--- config.mk ---
export PLATFORM = sky130hd
export DESIGN_NAME = csb_ctrl
export DESIGN_NICKNAME = d
export VERILOG_FILES = /design/src/pkg/csb_pkg.sv /design/src/pkg/csb_clk_if.sv /design/src/hdl/csb_ctrl.sv /design/src/hdl/csb_divider.sv /design/src/hdl/csb_baseline.sv
export SDC_FILE = /design/constraint.sdc
export NUM_CORES = 1
export LEC_CHECK = 0
export BUFFER_PORTS_ARGS = -buffer_cell sky130_fd_sc_hd__buf_2
export CAP_MARGIN = 20
export CORE_UTILIZATION = 55
export CTS_CLUSTER_SIZE = 25
export DETAILED_ROUTE_END_ITERATION = 10
export GPL_TIMING_DRIVEN = 0
export PLACE_DENSITY = 0.8
export SLEW_MARGIN = 20
export SYNTH_ARGS = -nofsm -noshare
export SYNTH_HDL_FRONTEND = slang
export SYNTH_HIERARCHICAL = 1
export SYNTH_SLANG_ARGS = --single-unit
export TNS_END_PERCENT = 10
--- constraint.sdc ---
create_clock -name REF_CLK -period 7.55 [get_ports REF_CLK]
set_input_delay 1.51 -clock REF_CLK [delete_from_list [all_inputs] [get_ports REF_CLK]]
set_output_delay 1.51 -clock REF_CLK [all_outputs]
set_load 0.03 [all_outputs]
--- src/pkg/csb_pkg.sv ---
package csb_pkg;
  // ****************************************************************
  // Register map: byte addresses of word registers.
  // ****************************************************************
  localparam logic [7:0] ADDR_CTRL     = 8'h00;
  localparam logic [7:0] ADDR_DIV      = 8'h04;
  localparam logic [7:0] ADDR_BASECFG  = 8'h08;
  localparam logic [7:0] ADDR_SLOTDIV  = 8'h0c;
  localparam logic [7:0] ADDR_SAMPLE   = 8'h10;
  localparam logic [7:0] ADDR_STATUS   = 8'h14;
  localparam logic [7:0] ADDR_BASELINE = 8'h18;

  // ****************************************************************
  // Field positions in the control register.
  // ****************************************************************
  localparam int CTRL_PERSLOT_BIT   = 0;
  localparam int CTRL_AUTORST_BIT   = 1;
  localparam int CTRL_WIDE_BIT      = 2;
  localparam int CTRL_SHIELD_BIT    = 3;
  localparam int CTRL_INACT_LSB     = 4;
  localparam int CTRL_DELAY_LSB     = 6;
  localparam int CTRL_TANKPRE_BIT   = 8;
  localparam int CTRL_TANKEN_BIT    = 9;
  localparam int CTRL_CMODPRE_BIT   = 10;
  localparam int CTRL_SLOT_LSB      = 12;

  // ****************************************************************
  // Reset values, divider and threshold floors, and slot sizing.
  // ****************************************************************
  localparam logic [7:0] SENSE_DIV_RST   = 8'h0c;
  localparam logic [7:0] MOD_DIV_RST     = 8'h0c;
  localparam logic [7:0] NEG_NOISE_RST   = 8'h14;
  localparam logic [7:0] NOISE_RST       = 8'h14;
  localparam logic [7:0] LOW_RESET_RST   = 8'h05;
  localparam logic [7:0] DIV_MIN_STD     = 8'h02;
  localparam logic [7:0] DIV_MIN_SMALL   = 8'h01;
  localparam logic [7:0] NEG_NOISE_MIN   = 8'h05;
  localparam logic [7:0] LOW_RESET_MIN   = 8'h01;
  localparam int         SLOTS           = 4;
  localparam int         SLOT_W          = 2;

  // ****************************************************************
  // Enumerations.
  // ****************************************************************
  typedef enum logic [1:0] {
    CSB_INACT_GND,
    CSB_INACT_HIZ,
    CSB_INACT_SHIELD
  } csb_inact_t;
endpackage : csb_pkg

--- src/pkg/csb_clk_if.sv ---
interface csb_clk_if;
  logic [7:0] div;
  logic       toggle;
  modport ctrl (output div, input  toggle);
  modport gen  (input  div, output toggle);
endinterface : csb_clk_if

--- src/hdl/csb_ctrl.sv ---
module csb_ctrl #(
  parameter logic [7:0] DIV_MIN = csb_pkg::DIV_MIN_STD
) (
  input  wire logic        REF_CLK,
  input  wire logic        RST,
  input  wire logic [7:0]  ADDR,
  input  wire logic [31:0] WDATA,
  input  wire logic        WR,
  input  wire logic        RD,
  output logic      [31:0] RDATA,
  output logic             PRECHARGE_CLK,
  output logic             MOD_CLK,
  output logic             SENSOR_SIG,
  output logic             SHIELD_SIG,
  output logic             INACT_TO_GND,
  output logic             INACT_TO_SHIELD,
  output logic             INACT_HIZ,
  output logic             TANK_PRE_PIN,
  output logic             TANK_EN,
  output logic             SCAN_TICK
);
  // ****************************************************************
  // Configuration registers.
  // ****************************************************************
  logic [31:0] ctrl;
  logic [7:0]  sense_div;
  logic [7:0]  mod_div;
  logic [7:0]  noise_th;
  logic [7:0]  neg_noise_th;
  logic [7:0]  low_limit;
  logic [7:0]  slot_div [csb_pkg::SLOTS];
  logic [15:0] raw;
  logic        sample_valid;
  logic [31:0] next_ctrl;
  logic [7:0]  next_sense_div;
  logic [7:0]  next_mod_div;
  logic [7:0]  next_noise_th;
  logic [7:0]  next_neg_noise_th;
  logic [7:0]  next_low_limit;
  logic [7:0]  next_slot_div [csb_pkg::SLOTS];
  logic [15:0] next_raw;
  logic        next_sample_valid;
  logic [31:0] next_rdata;

  logic [15:0] baseline;
  logic [7:0]  low_count;
  logic [1:0]  sh_pipe;
  logic [1:0]  next_sh_pipe;
  logic        sens_q;
  logic        next_sens_q;
  logic        mod_q;
  logic        next_mod_q;
  logic        shield_en;
  logic [1:0]  inact_sel;
  logic [1:0]  delay_sel;
  logic [csb_pkg::SLOT_W-1:0] slot;
  csb_pkg::csb_inact_t inact_mode;
  logic        shield_tap;
  logic        inact_gnd;
  logic        inact_hiz;
  logic        inact_shield;

  csb_clk_if sense_if ();
  csb_clk_if mod_if ();

  assign shield_en = ctrl[csb_pkg::CTRL_SHIELD_BIT];
  assign inact_sel = ctrl[csb_pkg::CTRL_INACT_LSB +: 2];
  assign delay_sel = ctrl[csb_pkg::CTRL_DELAY_LSB +: 2];
  assign slot      = ctrl[csb_pkg::CTRL_SLOT_LSB +: csb_pkg::SLOT_W];

  // Read mux for reported values; 8-bit mode saturates at the byte range.
  function automatic logic [15:0] report(input logic [15:0] v, input logic wide);
    if (wide) begin
      report = v;
    end else begin
      report = (v > 16'h00ff) ? 16'h00ff : v;
    end
  endfunction : report

  // ****************************************************************
  // Register writes.
  // ****************************************************************
  always_comb begin
    next_ctrl         = ctrl;
    next_sense_div    = sense_div;
    next_mod_div      = mod_div;
    next_noise_th     = noise_th;
    next_neg_noise_th = neg_noise_th;
    next_low_limit    = low_limit;
    next_slot_div     = slot_div;
    next_raw          = raw;
    next_sample_valid = 1'b0;
    if (WR) begin
      unique case (ADDR)
        csb_pkg::ADDR_CTRL: begin
          next_ctrl = {16'h0000, WDATA[15:0]};
        end
        csb_pkg::ADDR_DIV: begin
          next_sense_div = WDATA[7:0];
          next_mod_div   = WDATA[15:8];
        end
        csb_pkg::ADDR_BASECFG: begin
          next_noise_th     = WDATA[7:0];
          next_neg_noise_th = WDATA[15:8];
          next_low_limit    = WDATA[23:16];
        end
        csb_pkg::ADDR_SLOTDIV: begin
          next_slot_div[WDATA[8 +: csb_pkg::SLOT_W]] = WDATA[7:0];
        end
        csb_pkg::ADDR_SAMPLE: begin
          next_raw          = WDATA[15:0];
          next_sample_valid = 1'b1;
        end
        default: begin
          next_raw = raw;
        end
      endcase
    end
    // Shield on overrides the idle-sensor choice.
    if (next_ctrl[csb_pkg::CTRL_SHIELD_BIT]) begin
      next_ctrl[csb_pkg::CTRL_INACT_LSB +: 2] = 2'(csb_pkg::CSB_INACT_SHIELD);
    end else if (next_ctrl[csb_pkg::CTRL_INACT_LSB +: 2] == 2'(csb_pkg::CSB_INACT_SHIELD)
                 || next_ctrl[csb_pkg::CTRL_INACT_LSB +: 2] == 2'h3) begin
      next_ctrl[csb_pkg::CTRL_INACT_LSB +: 2] = 2'(csb_pkg::CSB_INACT_GND);
    end
  end

  // Read data: one cycle after the strobe, zero for unmapped addresses.
  always_comb begin
    next_rdata = 32'h0000_0000;
    if (RD) begin
      unique case (ADDR)
        csb_pkg::ADDR_CTRL:     next_rdata = ctrl;
        csb_pkg::ADDR_DIV:      next_rdata = {16'h0000, mod_div, sense_div};
        csb_pkg::ADDR_BASECFG:  next_rdata = {8'h00, low_limit, neg_noise_th, noise_th};
        csb_pkg::ADDR_SLOTDIV:  next_rdata = {24'h000000, slot_div[slot]};
        csb_pkg::ADDR_SAMPLE:   next_rdata = {16'h0000, raw};
        csb_pkg::ADDR_STATUS:   next_rdata = {24'h000000, low_count};
        csb_pkg::ADDR_BASELINE: begin
          next_rdata = {16'h0000, report(baseline, ctrl[csb_pkg::CTRL_WIDE_BIT])};
        end
        default:                next_rdata = 32'h0000_0000;
      endcase
    end
  end

  always_ff @(posedge REF_CLK) begin
    if (RST) begin
      ctrl         <= 32'h0000_0000;
      sense_div    <= csb_pkg::SENSE_DIV_RST;
      mod_div      <= csb_pkg::MOD_DIV_RST;
      noise_th     <= csb_pkg::NOISE_RST;
      neg_noise_th <= csb_pkg::NEG_NOISE_RST;
      low_limit    <= csb_pkg::LOW_RESET_RST;
      for (int i = 0; i < csb_pkg::SLOTS; i++) begin
        slot_div[i] <= csb_pkg::SENSE_DIV_RST;
      end
      raw          <= 16'h0000;
      sample_valid <= 1'b0;
      RDATA        <= 32'h0000_0000;
    end else begin
      ctrl         <= next_ctrl;
      sense_div    <= next_sense_div;
      mod_div      <= next_mod_div;
      noise_th     <= next_noise_th;
      neg_noise_th <= next_neg_noise_th;
      low_limit    <= next_low_limit;
      slot_div     <= next_slot_div;
      raw          <= next_raw;
      sample_valid <= next_sample_valid;
      RDATA        <= next_rdata;
    end
  end

  // ****************************************************************
  // Clock dividers.
  // ****************************************************************
  // Per-slot mode picks the slot's divider; the modulator stays global.
  assign sense_if.div = ctrl[csb_pkg::CTRL_PERSLOT_BIT] ? slot_div[slot] : sense_div;
  assign mod_if.div   = mod_div;

  csb_divider #(.MIN_DIV(DIV_MIN)) u_sense (
    .clk  (REF_CLK),
    .rst  (RST),
    .port (sense_if.gen)
  );

  csb_divider #(.MIN_DIV(DIV_MIN)) u_mod (
    .clk  (REF_CLK),
    .rst  (RST),
    .port (mod_if.gen)
  );

  // Divided clocks toggle per period; the shield tap delays the sensor phase.
  always_comb begin
    next_sens_q  = sens_q ^ sense_if.toggle;
    next_mod_q   = mod_q ^ mod_if.toggle;
    next_sh_pipe = {sh_pipe[0], sens_q};
  end

  always_ff @(posedge REF_CLK) begin
    if (RST) begin
      sens_q  <= 1'b0;
      mod_q   <= 1'b0;
      sh_pipe <= 2'b00;
    end else begin
      sens_q  <= next_sens_q;
      mod_q   <= next_mod_q;
      sh_pipe <= next_sh_pipe;
    end
  end

  // ****************************************************************
  // Outputs.
  // ****************************************************************
  // The precharge clock and the sensor pin phase come from one register, so the
  // shield taps below always line up with what the electrode sees.
  assign PRECHARGE_CLK = sens_q;
  assign MOD_CLK       = mod_q;
  // Scan step rate follows the modulator divider, so a smaller value scans faster.
  assign SCAN_TICK     = mod_if.toggle;
  assign SENSOR_SIG    = sens_q;

  // Delay 0 passes the sensor phase; 1 or 2 take the pipeline taps. 3 acts as 2.
  // The taps are plain flops, so the lag is exact but can never exceed two cycles.
  always_comb begin
    shield_tap = sh_pipe[1];
    unique case (delay_sel)
      2'h0: begin
        shield_tap = sens_q;
      end
      2'h1: begin
        shield_tap = sh_pipe[0];
      end
      2'h2: begin
        shield_tap = sh_pipe[1];
      end
      2'h3: begin
        shield_tap = sh_pipe[1];
      end
    endcase
  end
  // A disabled shield stays low so the tank pin sees no switching.
  assign SHIELD_SIG = shield_en && shield_tap;

  assign inact_mode = csb_pkg::csb_inact_t'(inact_sel);
  // Idle sensor drive; exactly one of the three lines is high at any time.
  // Code 3 never reaches the register, but ground is the quiet fallback for it.
  always_comb begin
    inact_gnd    = 1'b0;
    inact_hiz    = 1'b0;
    inact_shield = 1'b0;
    unique case (inact_mode)
      csb_pkg::CSB_INACT_GND: begin
        inact_gnd = 1'b1;
      end
      csb_pkg::CSB_INACT_HIZ: begin
        inact_hiz = 1'b1;
      end
      csb_pkg::CSB_INACT_SHIELD: begin
        inact_shield = shield_en;
        inact_gnd    = !shield_en;
      end
      default: begin
        inact_gnd = 1'b1;
      end
    endcase
  end

  assign INACT_TO_GND    = inact_gnd;
  assign INACT_HIZ       = inact_hiz;
  assign INACT_TO_SHIELD = inact_shield;
  assign TANK_PRE_PIN    = ctrl[csb_pkg::CTRL_TANKPRE_BIT];
  // Tank enable is software's duty; the pin simply reflects the bit.
  assign TANK_EN         = ctrl[csb_pkg::CTRL_TANKEN_BIT];

  // ****************************************************************
  // Baseline tracking.
  // ****************************************************************
  csb_baseline u_base (
    .clk          (REF_CLK),
    .rst          (RST),
    .sample_valid (sample_valid),
    .raw          (raw),
    .auto_reset   (ctrl[csb_pkg::CTRL_AUTORST_BIT]),
    .noise_th     (noise_th),
    .neg_noise_th (neg_noise_th),
    .low_limit    (low_limit),
    .baseline     (baseline),
    .low_count    (low_count)
  );
endmodule : csb_ctrl

--- src/hdl/csb_divider.sv ---
module csb_divider #(
  parameter logic [7:0] MIN_DIV = 8'h02
) (
  input  wire logic clk,
  input  wire logic rst,
  csb_clk_if.gen    port
);
  logic [7:0] cnt;
  logic [7:0] next_cnt;
  logic       out;
  logic       next_out;
  logic [7:0] div_eff;

  // Clamp to the legal floor so an illegal write cannot stop the clock.
  assign div_eff = (port.div < MIN_DIV) ? MIN_DIV : port.div;

  // Counts source cycles; output toggles once per divider period.
  always_comb begin
    next_cnt = cnt + 8'h01;
    next_out = 1'b0;
    if (cnt >= div_eff - 8'h01) begin
      next_cnt = 8'h00;
      next_out = 1'b1;
    end
  end

  always_ff @(posedge clk) begin
    if (rst) begin
      cnt <= 8'h00;
      out <= 1'b0;
    end else begin
      cnt <= next_cnt;
      out <= next_out;
    end
  end

  assign port.toggle = out;
endmodule : csb_divider

--- src/hdl/csb_baseline.sv ---
module csb_baseline (
  input  wire logic        clk,
  input  wire logic        rst,
  input  wire logic        sample_valid,
  input  wire logic [15:0] raw,
  input  wire logic        auto_reset,
  input  wire logic [7:0]  noise_th,
  input  wire logic [7:0]  neg_noise_th,
  input  wire logic [7:0]  low_limit,
  output logic      [15:0] baseline,
  output logic      [7:0]  low_count
);
  logic [15:0] next_baseline;
  logic [7:0]  next_low_count;
  logic [16:0] diff;
  logic        below;
  logic        in_band;
  logic        deep_low;
  logic [7:0]  neg_eff;
  logic [7:0]  lim_eff;

  assign neg_eff  = (neg_noise_th < csb_pkg::NEG_NOISE_MIN) ? csb_pkg::NEG_NOISE_MIN
                                                             : neg_noise_th;
  assign lim_eff  = (low_limit < csb_pkg::LOW_RESET_MIN) ? csb_pkg::LOW_RESET_MIN : low_limit;
  assign below    = raw < baseline;
  assign diff     = below ? {1'b0, baseline - raw} : {1'b0, raw - baseline};
  assign in_band  = diff <= {9'h000, noise_th};
  assign deep_low = below && (diff > {9'h000, neg_eff});

  // Baseline follows raw per auto-reset mode; deep dips wait for the low counter.
  always_comb begin
    next_baseline  = baseline;
    next_low_count = low_count;
    if (sample_valid) begin
      if (!below) begin
        next_low_count = 8'h00;
      end else begin
        next_low_count = low_count + 8'h01;
      end
      if (below && (low_count + 8'h01 >= lim_eff)) begin
        next_baseline  = raw;
        next_low_count = 8'h00;
      end else if (deep_low) begin
        next_baseline  = baseline;
      end else if (auto_reset || in_band) begin
        next_baseline  = raw;
      end
    end
  end

  always_ff @(posedge clk) begin
    if (rst) begin
      baseline  <= 16'h0000;
      low_count <= 8'h00;
    end else begin
      baseline  <= next_baseline;
      low_count <= next_low_count;
    end
  end
endmodule : csb_baseline

==> reports/summary.txt, run 1 <==
Worst Tran Pin Value: 1.09 ns
nets: 1,520
worst vdd ir: 162 uV
Cell Pwr Density: 156 mW/mm2
startpoint type of the worst setup path: register
CTS H-tree lvls: 4
core area: 0.0194 mm2
Critical Path AT: 7.12 ns
Max Root-Sink Buffers: 2
top post-synthesis cells by area: dfxtp_1, ha_1, nand2_1
post-layout util: 62.2%
row cnt: 51
setup violators final: 0
pin count of the biggest net entering global routing: 17
area leader, netlist: dfxtp_1
mux contribution to synthesized area: 8.52%
Min Hold Slack: 0.466 ns
die height: 143 um
Final Hold Viols: 0
drt wl/cell: 18.7 um
Simple-Gate Fraction of Synth Area: 22.2%
I/O Pins: 86
WS Path Type: reg2reg
status: finished clean
Leak: 0.00481 uW
Setup TNS: 0 ns
clk_lat worst skew: 0.44 ns
Post-DP HPWL: 24,100 um
global-route wire length before repair: 49,200 um
Slew HR: 27.3%
largest family of logic cells by synthesized area: simple AND/OR/NAND/NOR gates
Post-Synthesis Cell Area: 0.0109 mm2
input/output buffers: 58
DRC: 0
Area growth, synth to finish: 11.1%
max-slew violations: 0
fin cells: 1,675
DIE WIDTH: 143 um
vias after detailed routing: 10.2k
CTS tree: built
crit path max fanout: 10
share of post-route cells with drive strength above 1: 12.9%
Compound-Gate Fraction of Synth Area: 18.4%
Clock Tree Root: clkbuf_16
total setup buffers inserted after CTS: 0
post-cts sizing count: 0
Seq/Total Area, Yosys: 32.3%
First-pass DRT Iterations: 6
CTS sink cnt: 175
RSZ-0062 raised after global routing: false
Synth Register Bits: 175
instance count of the mapped netlist: 1,314
full die area: 0.0203 mm2
type of the worst min-delay path: reg2reg
Crit path required time: 7.91 ns
CP Capture Type: register
Fmax: 148 MHz
cts hold-fix bufs: 0
final setup margin: 0.796 ns
Synth Area in Adders: 9.13%
Synth Flop Type: dfxtp_1
CTS buffer count: 17
Initial Util: 56.0%
EDFF count, synth: 0
Total GRT Usage: 31.3%
Post-Synth XOR/XNOR Area: 3.15%
clk_skew: 0.0105 ns
post-route minimum period: 6.75 ns
1st-iter DRT viols: 1,032
clock-pin slew on the worst setup and hold paths: 0.07 ns
Placed Cells: 1,644
unique cell type count in the Yosys netlist: 79
DR vias/cell: 6.08
synthesized area per cell: 8.26 um2
pre-CTS WS: 0.972 ns
WL final: 31,300 um
vias in the first global route: 9,514
# Max-Cap Violations: 0
FFs w/ async S/R, synth: 0%
initial antenna violation count: 1
Yosys warnings: 6
share of the synthesized area in the top cell type: 32.3%
Congestion Overflow GR: 0
ANT cells: 0
final worst path period share: 89.5%
post-route ant nets: 0
GP Congestion: 0.963
==> report_power, final <==
part | switching [uW] | total (uW) | internal, uW
clock network | 391 | 851 | 460
registers | 3.85 | 930 | 926
logic | 72.1 | 104 | 32.4
==> sequential cells by signal (all words and copies together), names as in the netlist, 16 cells and up <==
signal / cells
slot_div: 32
RDATA: 24
ctrl: 16
raw: 16
u_base/baseline: 16
==> worst paths after layout <==
kind                  start  slack [ns]  cells past startpoint                  to
max                  raw[9]        0.80                     24  u_base/baseline[0]
min reg2reg  u_sense/cnt[0]        0.47                      1      u_sense/cnt[0]
max reg2reg          raw[9]        0.80                     24  u_base/baseline[0]
min          u_sense/cnt[0]        0.47                      1      u_sense/cnt[0]
==> synthesized netlist by cell type, types with 18 or more instances <==
cell,n
nor2_1,126
nand2_1,176
buf_2,18
inv_1,64
nand3_1,36
mux2i_1,62
ha_1,76
nand2b_1,22
clkbuf_1,54
xnor2_1,20
o21ai_0,35
xor2_1,19
dfxtp_1,175
a21oi_1,105
==> placed cells by master (no fill, tap or decap), drive strengths merged, types with 5 or more instances in the layout <==
master and instances:
a2111oi 16, a211o 10, a211oi 7, a21o 13
a21oi 108, a222oi 5, a22o 7, a22oi 15
a31oi 14, and2 17, and3 9, buf 94
clkbuf 74, conb 8, dfxtp 175, ha 76
inv 69, mux2 9, mux2i 63, mux4 8
nand2 177, nand2b 22, nand3 39, nand3b 14
nand4 11, nor2 128, nor2b 15, nor3 13
nor4 8, o211ai 23, o21a 10, o21ai 40
or2 6, or3 6, or4 17, xnor2 20
xor2 19
==> routing by layer <==
metal | part of all wire, % | vias to the layer above | wire (um) | track usage, %
met5 | 0 | - | 0 | 0
met4 | 3.8 | 0 | 1200 | 15.2
met3 | 7.5 | 111 | 2360 | 5.11
met2 | 48 | 508 | 15000 | 53.5
met1 | 41 | 4763 | 12800 | 38.0
li1 | - | 4801 | - | -
==> metrics by stage <==
step           total power [uW]  area [um2]
2_1_floorplan              1020       10900
3_3_place_gp               1050       11500
3_5_place_dp               1050       11500
4_1_cts                    1890       12100
5_1_grt                    1940       12100
6_report                   1890       12100
==> critical path, stage by stage, from the launching register on <==
cell,delay [ns]
dfxtp_1,0.46
inv_1,0.08
ha_1,0.32
clkbuf_1,0.38
nand4_1,0.27
nor4_2,0.37
or2_1,0.19
buf_6,0.14
clkbuf_1,0.48
mux2i_1,0.45
nand2_1,0.09
nand2_1,0.08
a221oi_1,0.08
xnor2_1,0.36
ha_1,0.32
nand3_1,0.12
nor3_1,0.07
a2111o_1,0.37
a31o_2,0.21
a32oi_1,0.48
nand2b_1,0.26
clkbuf_1,0.42
clkbuf_1,0.45
a21oi_1,0.15
o211ai_2,0.09
==> logic make-up after synthesis <==
group | after synthesis
compound gates | 293
buf+inv | 156
flops | 175
mux | 80
xor+xnor | 39
simple gates | 492
fa+ha+maj | 78
other cells | 1
==> final cells by class <==
cell class	instances	area [um2]
inverters	64	240
clock inverters	13	130
flip-flops and latches	175	3500
plain buffers	92	449
repair buffers	58	290
multi-input cells	990	6690
fillers	1740	7330
well taps	265	332
clock buffers	18	429
(Power assumes the default switching activity.)
==> inputs of run 2 (changes only) <==
Settings changed: CORE_UTILIZATION 55 to 40, PLACE_DENSITY 0.8 to 0.63, REMOVE_ABC_BUFFERS from default to 1.
==> reports/summary.txt, run 2 (synthesis gave the netlist of run 1 again) <==
status: finished clean
CTS buffer count: 17
max-slew violations: 0
WL final: 29,500 um
pre-CTS WS: 0.337 ns
ANT cells: 0
slowest CP cell: or2_1
most common cell after layout, fill and taps aside: nand2_1
DRC: 0
drt wl/cell: 17.6 um
total power draw: 1950 uW
r2r setup slk: 0.44 ns
Area growth, synth to finish: 9.91%
type of the worst min-delay path: reg2reg
Psw: 480 uW
Fill cells: 2,532
Cell Pwr Density: 163 mW/mm2
input/output buffers: 69
cts hold-fix bufs: 0
Min Hold Slack: 0.463 ns
# Max-Cap Violations: 0
I/O Pins: 86
nets: 1,447
vias in the first global route: 8,839
setup violators final: 0
CP cell instances: inv_1 -> ha_1 -> o211ai_1 -> o211a_1 -> nor4_2 -> or2_1 -> mux2i_1 -> nand2_1 -> nand2_1 -> a221oi_1 -> xnor2_1 -> ha_1 -> nand3_1 -> nor3_1 -> a2111o_1 -> a31o_2 -> a32oi_1 -> buf_2 -> nand2b_2 -> or4_1 -> o211ai_1
hold_sp: u_mod/cnt[0]
post-route minimum period: 7.11 ns
GP Congestion: 0.891
clk_lat worst skew: 0.44 ns
multi-input logic area: 0.00672 mm2
total setup buffers inserted after CTS: 0
full die area: 0.0278 mm2
Crit path required time: 7.86 ns
worst reg2reg startpoint: raw[4]
Initial Util: 41.2%
final worst path period share: 94.2%
Worst R2R Path Depth: 21
most frequent cells in the layout: nand2_1, dfxtp_1, nor2_1
Worst Tran Pin Value: 1.09 ns
row cnt: 59
Comb pwr share: 4.9%
post-layout util: 45.3%
crit path from: raw[4]
die height: 167 um
Clk pwr share: 47.4%
clock-pin slew on the worst setup and hold paths: 0.07 ns
Flop pwr share: 47.7%
DIE WIDTH: 167 um
DR vias/cell: 5.58
initial antenna violation count: 0
worst vdd ir: 145 uV
Fmax: 141 MHz
top flop regs: slot_div (32), RDATA (24)
internal cell power: 1470 uW
Leak: 0.00470 uW
crit path max fanout: 32
Slew HR: 26.9%
Critical Path AT: 7.42 ns
Final Hold Viols: 0
RSZ-0062 raised after global routing: false
CTS H-tree lvls: 4
clk_skew: 0.0155 ns
final setup margin: 0.439 ns
largest stage delay on the critical path: 0.74 ns
CTS sink cnt: 175
Worst R2R End: u_base/baseline[15]
Clock Tree Root: clkbuf_16
vias after detailed routing: 9,328
Total GRT Usage: 21.3%
CP Capture Type: register
Congestion Overflow GR: 0
FF/Latch Area: 0.00350 mm2
pin count of the biggest net entering global routing: 91
post-route ant nets: 0
core area: 0.0264 mm2
Max Root-Sink Buffers: 2
post-cts sizing count: 0
critical path endpoint: u_base/baseline[15]
largest reg by FF count: slot_div
WS Path Type: reg2reg
First-pass DRT Iterations: 5
global-route wire length before repair: 47,400 um
Setup TNS: 0 ns
share of post-route cells with drive strength above 1: 13.0%
switch share: 24.6%
max reg flops: 32
CTS tree: built
Post-DP HPWL: 21,400 um
startpoint type of the worst setup path: register
1st-iter DRT viols: 708
## run 2: worst max-delay path: cells and delay by family, from the launching register on
kind | cells | cell delay (ns)
and+or+nand+nor | 8 | 2.39
muxes | 1 | 0.53
xor gates and xnor gates | 1 | 0.45
adders and majority gates | 2 | 0.82
DFF | 1 | 0.47
buffers and inverters | 2 | 0.46
AOI/OAI and AO/OA | 7 | 1.87
## run 2: layout make-up
cell class                      count  share of cell area (%)
Multi-Input combinational cell    990                    56.3
Sequential cell                   175                    29.4
Clock buffer                       19                    3.80
Timing Repair Buffer               77                    3.72
Tap cell                          335                    3.51
Inverter                           64                    2.01
Clock inverter                     13                    1.28
## run 2: through the flow
step	instance area, um2	instances
final	11900	1673
after global routing	11900	1673
after CTS	11900	1673
after detailed placement	11300	1641
after global placement	11200	1633
after floorplan	10400	1229
## run 2: worst min-delay path by stage
stage / endpoint / cells past startpoint
2_1_floorplan: u_mod/cnt[0] / 1
3_3_place_gp: sh_pipe[1] / 1
3_5_place_dp: u_mod/cnt[0] / 1
4_1_cts: u_mod/cnt[0] / 1
5_1_grt: low_limit[6] / 2
6_report: u_mod/cnt[0] / 1
## run 2: layer usage
layer | part of all wire [%] | global-route usage (%) | up-vias | wire (um)
met5 | 0 | 0 | - | 0
met4 | 2.4 | 7.77 | 0 | 704
met3 | 5.4 | 3.30 | 44 | 1580
met2 | 47 | 34.9 | 280 | 14000
met1 | 45 | 28.1 | 4378 | 13200
li1 | - | - | 4626 | -
## run 2: power groups by stage
stage                     clock network [uW]  registers [uW]  logic, uW
after CTS                                941             930       96.2
final                                    923             930       96.3
after detailed placement                   0             951       95.9
after global routing                     976             930        105
after floorplan                            0             950       41.7
after global placement                     0             951       91.5
==> inputs of run 3 (changes only) <==
Clock period 7.55 ns to 6.6 ns, I/O delays scaled along.
==> reports/summary.txt, run 3 (synthesis gave the netlist of run 1 again) <==
Area growth, synth to finish: 10.1%
nets: 1,447
Clk pwr share: 47.4%
vias in the first global route: 8,841
Placed Cells: 1,641
status: finished clean
switch share: 24.7%
Clock Tree Root: clkbuf_16
ANT cells: 0
final setup margin: 0.324 ns
Crit path required time: 6.91 ns
row cnt: 59
pin count of the biggest net entering global routing: 91
DRC: 0
I/O Pins: 86
CTS buffer count: 17
clock-pin slew on the worst setup and hold paths: 0.07 ns
multi-input logic area: 0.00674 mm2
FF/Latch Area: 0.00350 mm2
drt wl/cell: 17.6 um
Fmax: 159 MHz
CTS tree: built
pre-CTS WS: -0.613 ns
core area: 0.0264 mm2
cts hold-fix bufs: 0
total setup buffers inserted after CTS: 0
die height: 167 um
Comb pwr share: 5.0%
type of the worst min-delay path: reg2reg
CTS H-tree lvls: 4
DR vias/cell: 5.58
RSZ-0062 raised after global routing: false
Worst Tran Pin Value: 1.06 ns
internal cell power: 1680 uW
largest stage delay on the critical path: 0.52 ns
GP Congestion: 0.891
most frequent cells in the layout: nand2_1, dfxtp_1, nor2_1
Total GRT Usage: 21.3%
post-route ant nets: 0
Max Root-Sink Buffers: 2
final worst path period share: 95.1%
input/output buffers: 69
First-pass DRT Iterations: 7
vias after detailed routing: 9,341
largest reg by FF count: slot_div
Final Hold Viols: 0
crit path max fanout: 32
WS Path Type: reg2reg
Min Hold Slack: 0.463 ns
startpoint type of the worst setup path: register
Slew HR: 29.0%
Post-DP HPWL: 21,400 um
clk_skew: 0.0196 ns
clk_lat worst skew: 0.44 ns
Flop pwr share: 47.7%
most used cell, CP: nand2_1
post-layout util: 45.3%
max-slew violations: 0
Cell Pwr Density: 187 mW/mm2
global-route wire length before repair: 47,400 um
Leak: 0.00470 uW
most common cell after layout, fill and taps aside: nand2_1
CTS sink cnt: 175
share of post-route cells with drive strength above 1: 13.2%
CP cell instances: inv_1 -> ha_1 -> and3_1 -> nand2_1 -> nor4_2 -> or2_4 -> mux2i_1 -> nand2_1 -> nand2_1 -> a221oi_1 -> xnor2_1 -> ha_1 -> nand3_1 -> nor3_1 -> a2111o_1 -> a31o_2 -> a32oi_2 -> buf_2 -> nand2b_4 -> or4_1 -> o211ai_1
Critical Path AT: 6.58 ns
top flop regs: slot_div (32), RDATA (24)
initial antenna violation count: 0
setup violators final: 0
r2r setup slk: 0.32 ns
Initial Util: 41.2%
DIE WIDTH: 167 um
total power draw: 2230 uW
Fill cells: 2,526
fin cells: 1,673
slowest CP cell: nor4_2
worst vdd ir: 166 uV
CP Capture Type: register
Congestion Overflow GR: 0
Psw: 550 uW
# Max-Cap Violations: 0
max reg flops: 32
WL final: 29,400 um
1st-iter DRT viols: 683
full die area: 0.0278 mm2
post-route minimum period: 6.28 ns
run 3: power by group through the flow:
stage,clock network (uW),registers [uW],logic (uW)
after floorplan,0,1090,47.7
after global placement,0,1090,105
final,1060,1060,111
after detailed placement,0,1090,110
after global routing,1120,1060,120
after CTS,1080,1060,110
run 3: cell type report:
class	instances	area share [%]
multi-input combinational	990	56.4
sequential	175	29.3
clock buffer	19	3.79
timing repair buffer	77	3.72
tap	335	3.51
inverter	64	2.01
clock inverter	13	1.28
run 3: per-layer routing:
metal  vias up  part of all wire [%]  global-route usage [%]
met3        42                   5.0                    3.33
met1      4389                    45                    28.1
met2       278                    47                    34.9
met5         -                     0                       0
met4         0                   2.4                    7.85
li1       4632                     -                       -
run 3: worst max-delay path: cells and delay by family, from the launching register on:
family	cells	cell delay, ns
and+or+nand+nor	10	2.25
xor gates and xnor gates	1	0.43
buffers and inverters	2	0.40
AOI/OAI and AO/OA	5	1.25
DFF	1	0.49
adders and majority gates	2	0.84
muxes	1	0.46
run 3: what timing repair did:
item,in CTS,in global routing
endpoints found under the setup margin,16,16
pin swaps,0,0
resized for setup,3,3
run 3: path summary, 6_finish.rpt:
kind | endpoint | cells past startpoint | startpoint
worst max-delay path | u_base/baseline[15] | 21 | raw[12]
worst min-delay path | u_mod/cnt[0] | 1 | u_mod/cnt[0]
worst max register to register | u_base/baseline[15] | 21 | raw[12]
worst min register to register | u_mod/cnt[0] | 1 | u_mod/cnt[0]
run 3: through the flow:
stage               area [um2]  setup TNS (ns)
finish                   12000               0
global placement         11200          -13.34
CTS                      11900               0
floorplan                10400               0
global route             12000               0
detailed placement       11300           -9.58
